**config.mk**
```make
export PLATFORM = sky130hd
export DESIGN_NAME = ssd_top
export DESIGN_NICKNAME = d
export VERILOG_FILES = /design/src/ssd_pkg.sv /design/src/ssd_watchdog.sv /design/src/ssd_top.sv
export SDC_FILE = /design/constraint.sdc
export NUM_CORES = 1
export LEC_CHECK = 0
export ABC_AREA = 1
export BUFFER_PORTS_ARGS = -buffer_cell sky130_fd_sc_hd__buf_4
export CAP_MARGIN = 20
export CORE_MARGIN = 1
export CORE_UTILIZATION = 45
export DETAILED_ROUTE_END_ITERATION = 12
export PLACE_DENSITY = 0.73
export SYNTH_ARGS = -nofsm -noshare
export SYNTH_HDL_FRONTEND = slang
export SYNTH_HIERARCHICAL = 1
export SYNTH_SLANG_ARGS = --single-unit
export TNS_END_PERCENT = 100
```
**constraint.sdc**
```tcl
create_clock -name mclk_i -period 2.8 [get_ports mclk_i]
set_clock_uncertainty 0.05 [all_clocks]
set_input_delay 0.28 -clock mclk_i [delete_from_list [all_inputs] [get_ports mclk_i]]
set_output_delay 0.28 -clock mclk_i [all_outputs]
set_load 0.02 [all_outputs]
```
**src/ssd_pkg.sv**
```systemverilog
// package of constants and carrier types for the self-supervision diagnostics block
package ssd_pkg;

  // number of alarm groups and diagnostic sources
  localparam int unsigned NUM_GROUPS      = 3;
  localparam int unsigned NUM_SOURCES     = 20;
  localparam int unsigned NUM_RELAYS      = 24;
  localparam int unsigned NUM_ALARM_OUTS  = 5;
  localparam int unsigned NUM_HW_FAULTS   = 10;
  localparam int unsigned NUM_OUTPUTS     = 16;

  // register indices of the four diagnostic registers
  localparam logic [1:0] REG_RELAY_LOW  = 2'h0;
  localparam logic [1:0] REG_RELAY_HIGH = 2'h1;
  localparam logic [1:0] REG_RESERVED   = 2'h2;
  localparam logic [1:0] REG_HW_FAULTS  = 2'h3;

  // field positions in the first diagnostic register
  localparam int unsigned RLOW_RELAY_POS = 2;
  localparam int unsigned RLOW_ALARM_POS = 10;
  localparam int unsigned RLOW_RELAY9_POS = 15;

  // field positions in the hardware fault register
  localparam int unsigned HW_SUPPLY_POS  = 0;
  localparam int unsigned HW_BUSBUF_POS  = 1;
  localparam int unsigned HW_ORDER_POS   = 2;
  localparam int unsigned HW_CARD_POS    = 3;
  localparam int unsigned HW_PLCONF_POS  = 4;
  localparam int unsigned HW_ARCIO_POS   = 5;
  localparam int unsigned HW_ARCSNS_POS  = 6;
  localparam int unsigned HW_MEMCARD_POS = 7;
  localparam int unsigned HW_ARCBI_POS   = 8;
  localparam int unsigned HW_LOW_AUX_SUPPLY_POS  = 9;

  // reset values of configuration
  localparam logic [2:0] HEALTH_LINK_RST = 3'h2;   // only group two linked
  localparam logic [1:0] SRC_GROUP_RST   = 2'h0;   // every source in group one

  // event codes reported with on/off events
  localparam logic [7:0] DIAG_ON_EVENT  = 8'h38;
  localparam logic [7:0] DIAG_OFF_EVENT = 8'h39;

  // watchdog timing: restart pulse and retry window
  localparam int unsigned CLK_HZ          = 25_000_000;
  localparam int unsigned WD_TIMEOUT_US   = 100;
  localparam int unsigned WD_TIMEOUT_CYC  = WD_TIMEOUT_US * (CLK_HZ / 1_000_000);
  localparam int unsigned RESTART_US      = 10;
  localparam int unsigned RESTART_CYC     = RESTART_US * (CLK_HZ / 1_000_000);
  localparam int unsigned RECOVER_US      = 1000;
  localparam int unsigned RECOVER_CYC     = RECOVER_US * (CLK_HZ / 1_000_000);
  localparam int unsigned BOOT_CYC        = 16;

  // watchdog states
  typedef enum logic [2:0] {
    WD_BOOT,
    WD_RUN,
    WD_RESTART,
    WD_WAIT,
    WD_DEAD
  } ssd_wd_state_type;

  // event record put out with a one-cycle strobe
  typedef struct packed {
    logic       valid;
    logic [7:0] code;
    logic [4:0] source;
  } ssd_event_type;

  // register read port
  typedef struct packed {
    logic        rd;
    logic [1:0]  idx;
  } ssd_rd_req_type;

endpackage

```
**src/ssd_watchdog.sv**
```systemverilog
// watchdog that restarts a stalled controller and flags a permanent fault
`timescale 1ns/10ps
module ssd_watchdog
  import ssd_pkg::*;
#(
  parameter int unsigned TIMEOUT_CYC = WD_TIMEOUT_CYC,
  parameter int unsigned RESTART_LEN = RESTART_CYC,
  parameter int unsigned RECOVER_LEN = RECOVER_CYC
) (
  input  wire logic mclk_i,        // system clock
  input  wire logic rst_i,         // synchronous reset
  input  wire logic kick_i,        // controller alive pulse
  input  wire logic boot_ok_i,     // boot self-test passed
  output logic      restart_o,     // restart request to controller
  output logic      perm_fault_o   // permanent internal fault
);

  typedef struct packed {
    ssd_wd_state_type state;
    logic [31:0]      cnt;
    logic             restart;
    logic             perm;
  } wd_state_type;

  wd_state_type cur_r;
  wd_state_type cur_nxt;

  // restart once; a second silence after restart is permanent
  always_comb begin
    cur_nxt = cur_r;
    cur_nxt.cnt = cur_r.cnt + 32'h1;
    case (cur_r.state)
      WD_BOOT: begin
        if (boot_ok_i) begin
          cur_nxt.state = WD_RUN;
          cur_nxt.cnt = 32'h0;
        end else if (cur_r.cnt >= 32'(BOOT_CYC + TIMEOUT_CYC)) begin
          cur_nxt.state = WD_DEAD;
        end
      end
      WD_RUN: begin
        if (kick_i) begin
          cur_nxt.cnt = 32'h0;
        end else if (cur_r.cnt >= 32'(TIMEOUT_CYC - 1)) begin
          cur_nxt.state = WD_RESTART;
          cur_nxt.cnt = 32'h0;
          cur_nxt.restart = 1'b1;
        end
      end
      WD_RESTART: begin
        if (cur_r.cnt >= 32'(RESTART_LEN - 1)) begin
          cur_nxt.state = WD_WAIT;
          cur_nxt.cnt = 32'h0;
          cur_nxt.restart = 1'b0;
        end
      end
      WD_WAIT: begin
        if (kick_i) begin
          cur_nxt.state = WD_RUN;
          cur_nxt.cnt = 32'h0;
        end else if (cur_r.cnt >= 32'(RECOVER_LEN - 1)) begin
          cur_nxt.state = WD_DEAD;
        end
      end
      WD_DEAD: begin
        cur_nxt.cnt = cur_r.cnt;   // only a reset leaves this state
      end
      default: begin
        cur_nxt.state = WD_DEAD;
      end
    endcase
    cur_nxt.perm = (cur_nxt.state == WD_DEAD);
    if (rst_i) begin
      cur_nxt = '{state: WD_BOOT, cnt: 32'h0, restart: 1'b0, perm: 1'b0};
    end
  end

  always_ff @(posedge mclk_i) begin
    cur_r <= cur_nxt;
  end

  assign restart_o    = cur_r.restart;
  assign perm_fault_o = cur_r.perm;

endmodule

```
**src/ssd_top.sv**
```systemverilog
// self-supervision: watchdog, alarm grouping, health contact, events, diagnostic registers
//
// What this block does
// - stalled controller is restarted once; failed restart flags a permanent fault
// - permanent fault blocks all output relays except the health contact
// - internal supply voltage faults are supervised
// - health contact energized only with supply present and device fully operational
// - each alarm source picks one of three groups; selected groups drive health
// - after reset only group two is linked to the health contact
// - each alarm group routes through the output matrix to any output
// - self-tests run during boot and continue at run time
// - permanent fault releases health contact, lights status, shows panel fault
// - temporary fault sets matrix signal and emits on event code
// - clearing of temporary fault emits off event code
// - latched diagnostic state clears only on local panel reset command
// - four 16-bit diagnostic registers readable by remote master
// - register one: bits 2..9 relays 1-8, 10..14 alarms, 15 relay 9
// - register two: bits 0..14 relays 10 to 24 ascending
// - register four bits 0..3: supply, bus buffer, order code, option card
// - register four bits 4..9: logic config, arc io, sensor, card, bi, aux
// - each event carries the code of its diagnostic source
`timescale 1ns/10ps
module ssd_top
  import ssd_pkg::*;
#(
  parameter int unsigned TIMEOUT_CYC = WD_TIMEOUT_CYC,
  parameter int unsigned RESTART_LEN = RESTART_CYC,
  parameter int unsigned RECOVER_LEN = RECOVER_CYC
) (
  input  wire logic                       mclk_i,          // system clock
  input  wire logic                       rst_i,           // synchronous reset
  input  wire logic                       kick_i,          // controller alive pulse
  input  wire logic                       boot_ok_i,       // boot self-test passed
  input  wire logic                       supply_ok_i,     // auxiliary supply present
  input  wire logic [NUM_SOURCES-1:0]     alarm_src_i,     // run-time alarm sources
  input  wire logic [NUM_RELAYS-1:0]      relay_fault_i,   // output relay faults
  input  wire logic [NUM_ALARM_OUTS-1:0]  alarm_out_fault_i, // alarm output faults
  input  wire logic [NUM_HW_FAULTS-1:0]   hw_fault_i,      // hardware fault inputs
  input  wire logic                       cfg_we_i,        // configuration write
  input  wire logic [4:0]                 cfg_src_i,       // source to assign
  input  wire logic [1:0]                 cfg_group_i,     // group index 0..2
  input  wire logic                       link_we_i,       // health link write
  input  wire logic [NUM_GROUPS-1:0]      link_i,          // groups linked to health
  input  wire logic                       mtx_we_i,        // matrix write
  input  wire logic [1:0]                 mtx_group_i,     // matrix row
  input  wire logic [NUM_OUTPUTS-1:0]     mtx_row_i,       // outputs for that row
  input  wire logic                       panel_reset_i,   // local panel reset command
  input  wire logic [NUM_OUTPUTS-1:0]     out_req_i,       // protection output requests
  input  wire ssd_rd_req_type             rd_req_i,        // register read request
  output logic [15:0]                     rd_data_o,       // register read data
  output logic                            rd_valid_o,      // read data valid
  output logic                            restart_o,       // controller restart
  output logic                            health_o,        // health contact energized
  output logic                            status_led_o,    // fault status indicator
  output logic                            panel_fault_o,   // panel fault message
  output logic [NUM_GROUPS-1:0]           group_o,         // alarm group matrix signals
  output logic [NUM_OUTPUTS-1:0]          out_o,           // outputs after matrix and block
  output ssd_event_type                   event_o          // on/off event strobe
);

  typedef struct packed {
    logic [NUM_SOURCES-1:0][1:0]          grp_sel;
    logic [NUM_GROUPS-1:0]                link;
    logic [NUM_GROUPS-1:0][NUM_OUTPUTS-1:0] mtx;
    logic [NUM_SOURCES-1:0]               latched;
    logic [NUM_SOURCES-1:0]               prev;
    logic [NUM_SOURCES-1:0]               pend_on;
    logic [NUM_SOURCES-1:0]               pend_off;
    logic [15:0]                          rd_data;
    logic                                 rd_valid;
    logic                                 health;
    logic [NUM_GROUPS-1:0]                group;
    logic [NUM_OUTPUTS-1:0]               out;
    ssd_event_type                        evt;
  } top_state_type;

  top_state_type cur_r;
  top_state_type cur_nxt;
  logic          perm_fault;

  // watchdog over the controller
  ssd_watchdog #(
    .TIMEOUT_CYC (TIMEOUT_CYC),
    .RESTART_LEN (RESTART_LEN),
    .RECOVER_LEN (RECOVER_LEN)
  ) u_wd (
    .mclk_i       (mclk_i),
    .rst_i        (rst_i),
    .kick_i       (kick_i),
    .boot_ok_i    (boot_ok_i),
    .restart_o    (restart_o),
    .perm_fault_o (perm_fault)
  );

  // all sources: run-time alarms plus supply faults folded in
  logic [NUM_SOURCES-1:0] src_all;
  logic [15:0]            reg_relay_low;
  logic [15:0]            reg_relay_high;
  logic [15:0]            reg_hw;

  // internal supply and low aux feed source 8 and 9 alongside their own inputs
  always_comb begin
    src_all = alarm_src_i;
    src_all[8] = alarm_src_i[8] | hw_fault_i[HW_SUPPLY_POS];
    src_all[9] = alarm_src_i[9] | hw_fault_i[HW_LOW_AUX_SUPPLY_POS];
  end

  // diagnostic register images, built field by field; unused bits stay zero
  always_comb begin
    reg_relay_low  = 16'h0;
    reg_relay_high = 16'h0;
    reg_hw         = 16'h0;

    // relays one to eight sit above the two reserved bits
    for (int b = 0; b < 8; b++) begin
      reg_relay_low[RLOW_RELAY_POS + b] = relay_fault_i[b];
    end
    // alarm outputs one to five follow the relays
    for (int b = 0; b < int'(NUM_ALARM_OUTS); b++) begin
      reg_relay_low[RLOW_ALARM_POS + b] = alarm_out_fault_i[b];
    end
    // relay nine takes the top bit, out of order with the others
    reg_relay_low[RLOW_RELAY9_POS] = relay_fault_i[8];

    // relays ten to twenty-four fill the second register from bit zero
    for (int b = 0; b < int'(NUM_RELAYS) - 9; b++) begin
      reg_relay_high[b] = relay_fault_i[9 + b];
    end

    // hardware faults keep their own positions in the fourth register
    reg_hw[HW_SUPPLY_POS]  = hw_fault_i[HW_SUPPLY_POS];
    reg_hw[HW_BUSBUF_POS]  = hw_fault_i[HW_BUSBUF_POS];
    reg_hw[HW_ORDER_POS]   = hw_fault_i[HW_ORDER_POS];
    reg_hw[HW_CARD_POS]    = hw_fault_i[HW_CARD_POS];
    reg_hw[HW_PLCONF_POS]  = hw_fault_i[HW_PLCONF_POS];
    reg_hw[HW_ARCIO_POS]   = hw_fault_i[HW_ARCIO_POS];
    reg_hw[HW_ARCSNS_POS]  = hw_fault_i[HW_ARCSNS_POS];
    reg_hw[HW_MEMCARD_POS] = hw_fault_i[HW_MEMCARD_POS];
    reg_hw[HW_ARCBI_POS]   = hw_fault_i[HW_ARCBI_POS];
    reg_hw[HW_LOW_AUX_SUPPLY_POS]  = hw_fault_i[HW_LOW_AUX_SUPPLY_POS];
  end

  // alarm group activity, contact conditions and matrix pull-in
  logic [NUM_GROUPS-1:0]  grp_act;
  logic                   linked_alarm;
  logic                   contact_ok;
  logic [NUM_OUTPUTS-1:0] matrix_out;

  // a group is active while any latched source assigned to it is set
  always_comb begin
    grp_act = '0;
    for (int i = 0; i < int'(NUM_SOURCES); i++) begin
      if (cur_r.latched[i] && (cur_r.grp_sel[i] < 2'h3)) begin
        grp_act[cur_r.grp_sel[i]] = 1'b1;
      end
    end
  end

  // linked groups combine by or; any one of them releases the contact
  assign linked_alarm = |(grp_act & cur_r.link);
  // fail-safe: the contact needs supply, a live controller and no linked alarm
  assign contact_ok   = supply_ok_i && !perm_fault && !linked_alarm;

  // outputs that active groups pull in through the matrix
  always_comb begin
    matrix_out = '0;
    for (int g = 0; g < int'(NUM_GROUPS); g++) begin
      if (grp_act[g]) begin
        matrix_out = matrix_out | cur_r.mtx[g];
      end
    end
  end

  // edges of the folded sources against their value one cycle ago
  logic [NUM_SOURCES-1:0] src_rise;
  logic [NUM_SOURCES-1:0] src_fall;
  assign src_rise = src_all & ~cur_r.prev;
  assign src_fall = ~src_all & cur_r.prev;

  // one pending event leaves per cycle
  logic                   pick_on;
  logic                   pick_off;
  logic [4:0]             pick_idx;
  always_comb begin
    pick_on  = 1'b0;
    pick_off = 1'b0;
    pick_idx = 5'h0;
    // ons go first, lowest index wins
    for (int i = int'(NUM_SOURCES) - 1; i >= 0; i--) begin
      if (cur_r.pend_on[i]) begin
        pick_on  = 1'b1;
        pick_idx = 5'(i);
      end
    end

    // offs only when no on waits, so an off never overtakes its own on
    if (!pick_on) begin
      for (int i = int'(NUM_SOURCES) - 1; i >= 0; i--) begin
        if (cur_r.pend_off[i]) begin
          pick_off = 1'b1;
          pick_idx = 5'(i);
        end
      end
    end
  end

  // main next-state logic
  always_comb begin
    cur_nxt = cur_r;
    cur_nxt.evt = '0;
    cur_nxt.rd_valid = 1'b0;

    // source to group assignment; a source or group out of range is ignored
    if (cfg_we_i && (cfg_src_i < 5'(NUM_SOURCES)) && (cfg_group_i < 2'h3)) begin
      cur_nxt.grp_sel[cfg_src_i] = cfg_group_i;
    end

    // groups linked to the health contact
    if (link_we_i) begin
      cur_nxt.link = link_i;
    end

    // one matrix row per alarm group
    if (mtx_we_i && (mtx_group_i < 2'h3)) begin
      cur_nxt.mtx[mtx_group_i] = mtx_row_i;
    end

    // latched state: panel reset clears, a live source sets again (set wins)
    if (panel_reset_i) begin
      cur_nxt.latched = '0;
    end
    cur_nxt.latched = cur_nxt.latched | src_all;
    cur_nxt.prev = src_all;

    // edges queue on and off events; one event leaves per cycle
    if (pick_on) begin
      cur_nxt.evt = '{valid: 1'b1, code: DIAG_ON_EVENT, source: pick_idx};
      cur_nxt.pend_on[pick_idx] = 1'b0;
    end else if (pick_off) begin
      cur_nxt.evt = '{valid: 1'b1, code: DIAG_OFF_EVENT, source: pick_idx};
      cur_nxt.pend_off[pick_idx] = 1'b0;
    end
    // a fresh edge sets its flag after the clear, so it is never lost
    cur_nxt.pend_on  = cur_nxt.pend_on  | src_rise;
    cur_nxt.pend_off = cur_nxt.pend_off | src_fall;

    // group activity from latched sources
    cur_nxt.group = grp_act;

    // fail-safe contact: any linked active group, lost supply or permanent fault drops it
    cur_nxt.health = contact_ok;

    // outputs: protection requests plus matrix rows, blocked on permanent fault
    cur_nxt.out = out_req_i | matrix_out;
    if (perm_fault) begin
      cur_nxt.out = '0;
    end

    // register reads answer one cycle later
    if (rd_req_i.rd) begin
      cur_nxt.rd_valid = 1'b1;
      case (rd_req_i.idx)
        REG_RELAY_LOW: begin
          cur_nxt.rd_data = reg_relay_low;
        end
        REG_RELAY_HIGH: begin
          cur_nxt.rd_data = reg_relay_high;
        end
        REG_HW_FAULTS: begin
          cur_nxt.rd_data = reg_hw;
        end
        default: begin
          cur_nxt.rd_data = 16'h0;
        end
      endcase
    end

    // reset: empty state, every source in group one, only group two on the contact
    if (rst_i) begin
      cur_nxt = '0;
      for (int i = 0; i < NUM_SOURCES; i++) begin
        cur_nxt.grp_sel[i] = SRC_GROUP_RST;
      end
      cur_nxt.link = HEALTH_LINK_RST;
    end
  end

  always_ff @(posedge mclk_i) begin
    cur_r <= cur_nxt;
  end

  // read port
  assign rd_data_o     = cur_r.rd_data;
  assign rd_valid_o    = cur_r.rd_valid;

  // contact and fault indicators; the indicators follow the watchdog flop directly
  assign health_o      = cur_r.health;
  assign status_led_o  = perm_fault;
  assign panel_fault_o = perm_fault;

  // group signals, routed outputs and the event strobe
  assign group_o       = cur_r.group;
  assign out_o         = cur_r.out;
  assign event_o       = cur_r.evt;

endmodule

```
==> flow_results.xml <==
<?xml version="1.0" encoding="UTF-8"?>
<metrics>
  <group name="clock_tree">
    <metric name="root_buffer_cell" unit="">sky130_fd_sc_hd__clkbuf_16</metric>
    <metric name="htree_levels" unit="">1</metric>
    <metric name="cts_made_buffers" unit="">28</metric>
    <metric name="clk-insertion-delay-late" unit="ns">0.55</metric>
    <metric name="cts.path.max_buffers" unit="">3</metric>
    <metric name="cts_tree" unit="">built</metric>
    <metric name="cts_num_sinks" unit="">252</metric>
    <metric name="cts.clk_slew.worst_paths" unit="ns">0.06</metric>
  </group>
  <group name="yosys">
    <metric name="synth_top_flop_cell" unit="">sky130_fd_sc_hd__dfxtp_1</metric>
    <metric name="synthSimpleGateAreaFrac" unit="%">24.5</metric>
    <metric name="yosysMostFrequentCell" unit="">sky130_fd_sc_hd__inv_1</metric>
    <metric name="synth.yosys.seq_area_share" unit="%">42.6</metric>
    <metric name="distinct_cell_type_count_of_the_synthesized_netlist" unit="">52</metric>
    <metric name="synth_compound_gate_area_share" unit="%">16.5</metric>
    <metric name="synthCells" unit="">1658</metric>
    <metric name="cell_area_after_synthesis" unit="um2">11800</metric>
    <metric name="synth_top_area_share" unit="%">42.6</metric>
    <metric name="synth_xor_area_share" unit="%">1.92</metric>
    <metric name="synth.area.mux_share" unit="%">0</metric>
    <metric name="synth_area_per_inst" unit="um2">7.14</metric>
    <metric name="synth_fa_ha_area_share" unit="%">0.529</metric>
    <metric name="ys_top_cells_by_count" unit="">264 x sky130_fd_sc_hd__inv_1, 252 x sky130_fd_sc_hd__dfxtp_1, 248 x sky130_fd_sc_hd__nand2_1</metric>
    <metric name="synth_top_cells_by_area" unit="">sky130_fd_sc_hd__dfxtp_1 43%, sky130_fd_sc_hd__inv_1 8.4%, sky130_fd_sc_hd__nand2_1 7.9%, sky130_fd_sc_hd__nor2_1 6.2%, sky130_fd_sc_hd__a21oi_1 5.5%</metric>
    <metric name="synth_top_family_by_area" unit="">simple AND/OR/NAND/NOR gates</metric>
    <metric name="synth.yosys.warnings" unit="">6</metric>
    <metric name="yosys_register_bits" unit="">252</metric>
    <metric name="synth_enable_flop_cells" unit="">0</metric>
    <metric name="asyncSetResetFlopFracSynth" unit="%">0</metric>
    <metric name="synth.largest_area_cell" unit="">sky130_fd_sc_hd__dfxtp_1</metric>
  </group>
  <group name="job">
    <metric name="cap_viol_max_count" unit="">0</metric>
  </group>
  <group name="drt">
    <metric name="drt_pre_antenna_iters" unit="">5</metric>
    <metric name="routed_via_density" unit="">5.10</metric>
    <metric name="post-route-drc-count" unit="">0</metric>
    <metric name="wire_per_inst" unit="um">14.0</metric>
    <metric name="number_of_nets_still_failing_antenna_checks_after_routing" unit="">0</metric>
    <metric name="wirelength" unit="um">31000</metric>
    <metric name="detailedRoute.firstIterationViolations" unit="">925</metric>
    <metric name="num_vias" unit="">11262</metric>
  </group>
  <group name="finish">
    <metric name="fin_nets" unit="">1977</metric>
    <metric name="diodes" unit="">0</metric>
    <metric name="post_route_cells_drive_above_1_share" unit="%">16.1</metric>
    <metric name="fill_cells" unit="">2298</metric>
    <metric name="finalCoreUtilization" unit="%">58.4</metric>
    <metric name="syn2layout_area_growth" unit="%">25.8</metric>
    <metric name="stdcell_area" unit="um2">14900</metric>
    <metric name="layoutNonFillerInstCount" unit="">2209</metric>
  </group>
  <group name="grt">
    <metric name="grt_max_degree" unit="">72</metric>
    <metric name="grtUsageMet1" unit="%">29.5</metric>
    <metric name="grt_remaining_overflow" unit="">0</metric>
    <metric name="grt_busiest_layer" unit="">met2</metric>
    <metric name="gr-usage-met3" unit="%">3.13</metric>
    <metric name="grt.total_usage" unit="%">22.8</metric>
    <metric name="globalRouteMet2Util" unit="%">39.7</metric>
    <metric name="antenna_found_initial" unit="">0</metric>
    <metric name="first_global_vias" unit="">10660</metric>
    <metric name="grt_pass1_wl" unit="um">50400</metric>
  </group>
  <group name="sta">
    <metric name="final-hold-violation-count" unit="">0</metric>
    <metric name="grt_setup_unrepaired" unit="">true</metric>
    <metric name="finalSetupViolations" unit="">38</metric>
    <metric name="fmax" unit="MHz">325</metric>
    <metric name="period_minus_slack" unit="ns">3.08</metric>
    <metric name="worstMarginPinSlew" unit="ns">0.933</metric>
    <metric name="setup_tns_final" unit="ns">-6.96</metric>
    <metric name="final.period_utilization" unit="%">110</metric>
    <metric name="relSlewSlack" unit="%">37.6</metric>
    <metric name="finalWorstSetupSlack" unit="ns">-0.280</metric>
    <metric name="drv_slew" unit="">0</metric>
  </group>
  <group name="placement">
    <metric name="pre_cts_ws" unit="ns">-0.181</metric>
    <metric name="number_of_buffer_cells_added_on_primary_ports" unit="">164</metric>
    <metric name="postPlaceCellArea" unit="um2">13200</metric>
    <metric name="dp_hpwl" unit="um">21500</metric>
    <metric name="placed_cells" unit="">2087</metric>
    <metric name="finalWeightedCongestion" unit="">0.898</metric>
  </group>
  <group name="critical_path">
    <metric name="worst_r2r_endpoint" unit="">cur_r[84]</metric>
    <metric name="rr_worst_depth" unit="">45</metric>
    <metric name="reg_to_reg_slack_setup" unit="ns">-0.28</metric>
    <metric name="path_common_cell" unit="">sky130_fd_sc_hd__nand2_1</metric>
    <metric name="worst_setup_path_type" unit="">reg -&gt; reg</metric>
    <metric name="timing.critical_path.to_type" unit="">flip-flop</metric>
    <metric name="crit-reg2reg-launch" unit="">cur_r[89]</metric>
    <metric name="worst_path_largest_cell_delay" unit="ns">0.31</metric>
    <metric name="timing.critical_path.from_type" unit="">flip-flop</metric>
    <metric name="cp_data_required_time" unit="ns">3.17</metric>
    <metric name="critical_path.slowest_cell" unit="">sky130_fd_sc_hd__dfxtp_2</metric>
    <metric name="critical_path_arrival" unit="ns">3.45</metric>
    <metric name="crit_path_max_fanout" unit="">7</metric>
  </group>
  <group name="hold_path">
    <metric name="worst_hold_path_type" unit="">in -&gt; reg</metric>
    <metric name="hold_end" unit="">cur_r[99]</metric>
    <metric name="hold_start" unit="">hw_fault_i[0]</metric>
    <metric name="holdPathStages" unit="">3</metric>
  </group>
  <group name="run_status">
    <metric name="failed_checks" unit="">negative setup slack</metric>
    <metric name="outcome" unit="">finished with violations</metric>
  </group>
  <group name="power">
    <metric name="power.static_leakage" unit="nW">6.29</metric>
    <metric name="ir_worst_vdd" unit="uV">484</metric>
    <metric name="cellPowerDensity" unit="nW/um2">578</metric>
  </group>
  <group name="floorplanning">
    <metric name="boundaryPins" unit="">169</metric>
    <metric name="dieHeight" unit="um">164</metric>
    <metric name="floorplan.rows" unit="">58</metric>
    <metric name="fp.dieArea" unit="um2">26900</metric>
    <metric name="core_area" unit="um2">25500</metric>
    <metric name="start_util" unit="%">46.4</metric>
    <metric name="floorplan.die.width" unit="um">164</metric>
  </group>
</metrics>
-- power by group --
group	switching, mW	leakage, nW	internal, mW
clock	1.49	0.433	2.05
sequential	0.101	2.07	3.76
combinational	0.689	3.79	0.520
total	2.27	6.29	6.33
-- sequential cells by signal, summed over array words and instances (netlist names) --
signal,count
u_wd/perm_fault_o,1
out_o,16
health_o,1
event_o,7
rd_data_o,16
rd_valid_o,1
u_wd/restart_o,1
u_wd/cur_r,35
cur_r,171
group_o,3
-- metal layers --
layer  up-vias  wire length, um
met4         0              635
met1      5079            13600
met5         -                0
li1       5723                -
met3        63             1970
met2       397            14800
-- through the flow --
step | power [mW] | hold slack [ns]
after floorplan | 4.61 | 0.299
after global placement | 4.99 | 0.364
after detailed placement | 5.01 | 0.374
after CTS | 8.62 | 0.00303
after global routing | 8.97 | 0.0282
final | 8.60 | 0.0173
-- cell families (layout without fill, tap and decap cells) --
logic type,after synthesis,after routing
AO/OA/AOI/OAI,351,351
other,1,4
XOR/XNOR,26,26
adder cells (fa/ha/maj),5,5
flip-flops,252,252
buffers and inverters,374,591
AND/OR/NAND/NOR,649,650
-- placed cells by master, fill, tap and decap left out, types with 4 or more instances in the layout --
cell type and instances:
sky130_fd_sc_hd__nor2_4 11, sky130_fd_sc_hd__nor2_2 4, sky130_fd_sc_hd__dlygate4sd3_1 65, sky130_fd_sc_hd__nor3_1 30, sky130_fd_sc_hd__nand2_1 248, sky130_fd_sc_hd__clkbuf_16 28
sky130_fd_sc_hd__o21ai_0 124, sky130_fd_sc_hd__nand4_1 34, sky130_fd_sc_hd__a21oi_2 6, sky130_fd_sc_hd__ha_1 5, sky130_fd_sc_hd__o22ai_1 33, sky130_fd_sc_hd__inv_1 263
sky130_fd_sc_hd__buf_4 199, sky130_fd_sc_hd__conb_1 4, sky130_fd_sc_hd__clkinv_1 5, sky130_fd_sc_hd__a211oi_1 8, sky130_fd_sc_hd__nor2_1 194, sky130_fd_sc_hd__o21ai_1 15
sky130_fd_sc_hd__buf_12 5, sky130_fd_sc_hd__nor4_1 11, sky130_fd_sc_hd__a21oi_1 124, sky130_fd_sc_hd__a31o_2 8, sky130_fd_sc_hd__clkbuf_1 8, sky130_fd_sc_hd__o21bai_1 9
sky130_fd_sc_hd__clkbuf_8 4, sky130_fd_sc_hd__clkinv_2 5, sky130_fd_sc_hd__xnor2_1 5, sky130_fd_sc_hd__nand2_2 6, sky130_fd_sc_hd__dfxtp_1 251, sky130_fd_sc_hd__nand3_1 96
sky130_fd_sc_hd__o31ai_1 7, sky130_fd_sc_hd__xor2_1 21
-- how the worst max path moves through the flow --
stage / from / end / cells past startpoint
detailed placement: cur_r[89] / cur_r[74] / 44
floorplan: cur_r[89] / cur_r[63] / 44
finish: cur_r[89] / cur_r[84] / 45
global route: cur_r[89] / cur_r[68] / 45
CTS: cur_r[89] / cur_r[68] / 44
global placement: cur_r[89] / cur_r[90] / 44
-- repair_timing --
action | 4_1_cts | 5_1_grt
buffers inserted | 0 | 3
endpoints found under the hold margin | 114 | 0
cloned | 0 | 1
pin swaps | 4 | 11
hold buffers | 65 | 0
resized for setup | 7 | 13
endpoints found under the setup margin | 38 | 41
-- final cells by class --
cell class,count,area [um2],share of cell area (%)
clock buffers,40,786,5.28
clock inverters,12,111,0.748
inverters,269,1010,6.78
multi-input cells,1036,5260,35.3
flip-flops and latches,252,5050,33.9
well taps,330,413,2.77
repair buffers,270,2260,15.2
-- critical path: cells and delay by family (launching register included) --
kind,cells,cell delay (ns)
AND/OR/NAND/NOR,41,2.13
flip-flops,1,0.31
AO/OA/AOI/OAI,2,0.29
buffers and inverters,2,0.19
(Power assumes the default switching activity.)
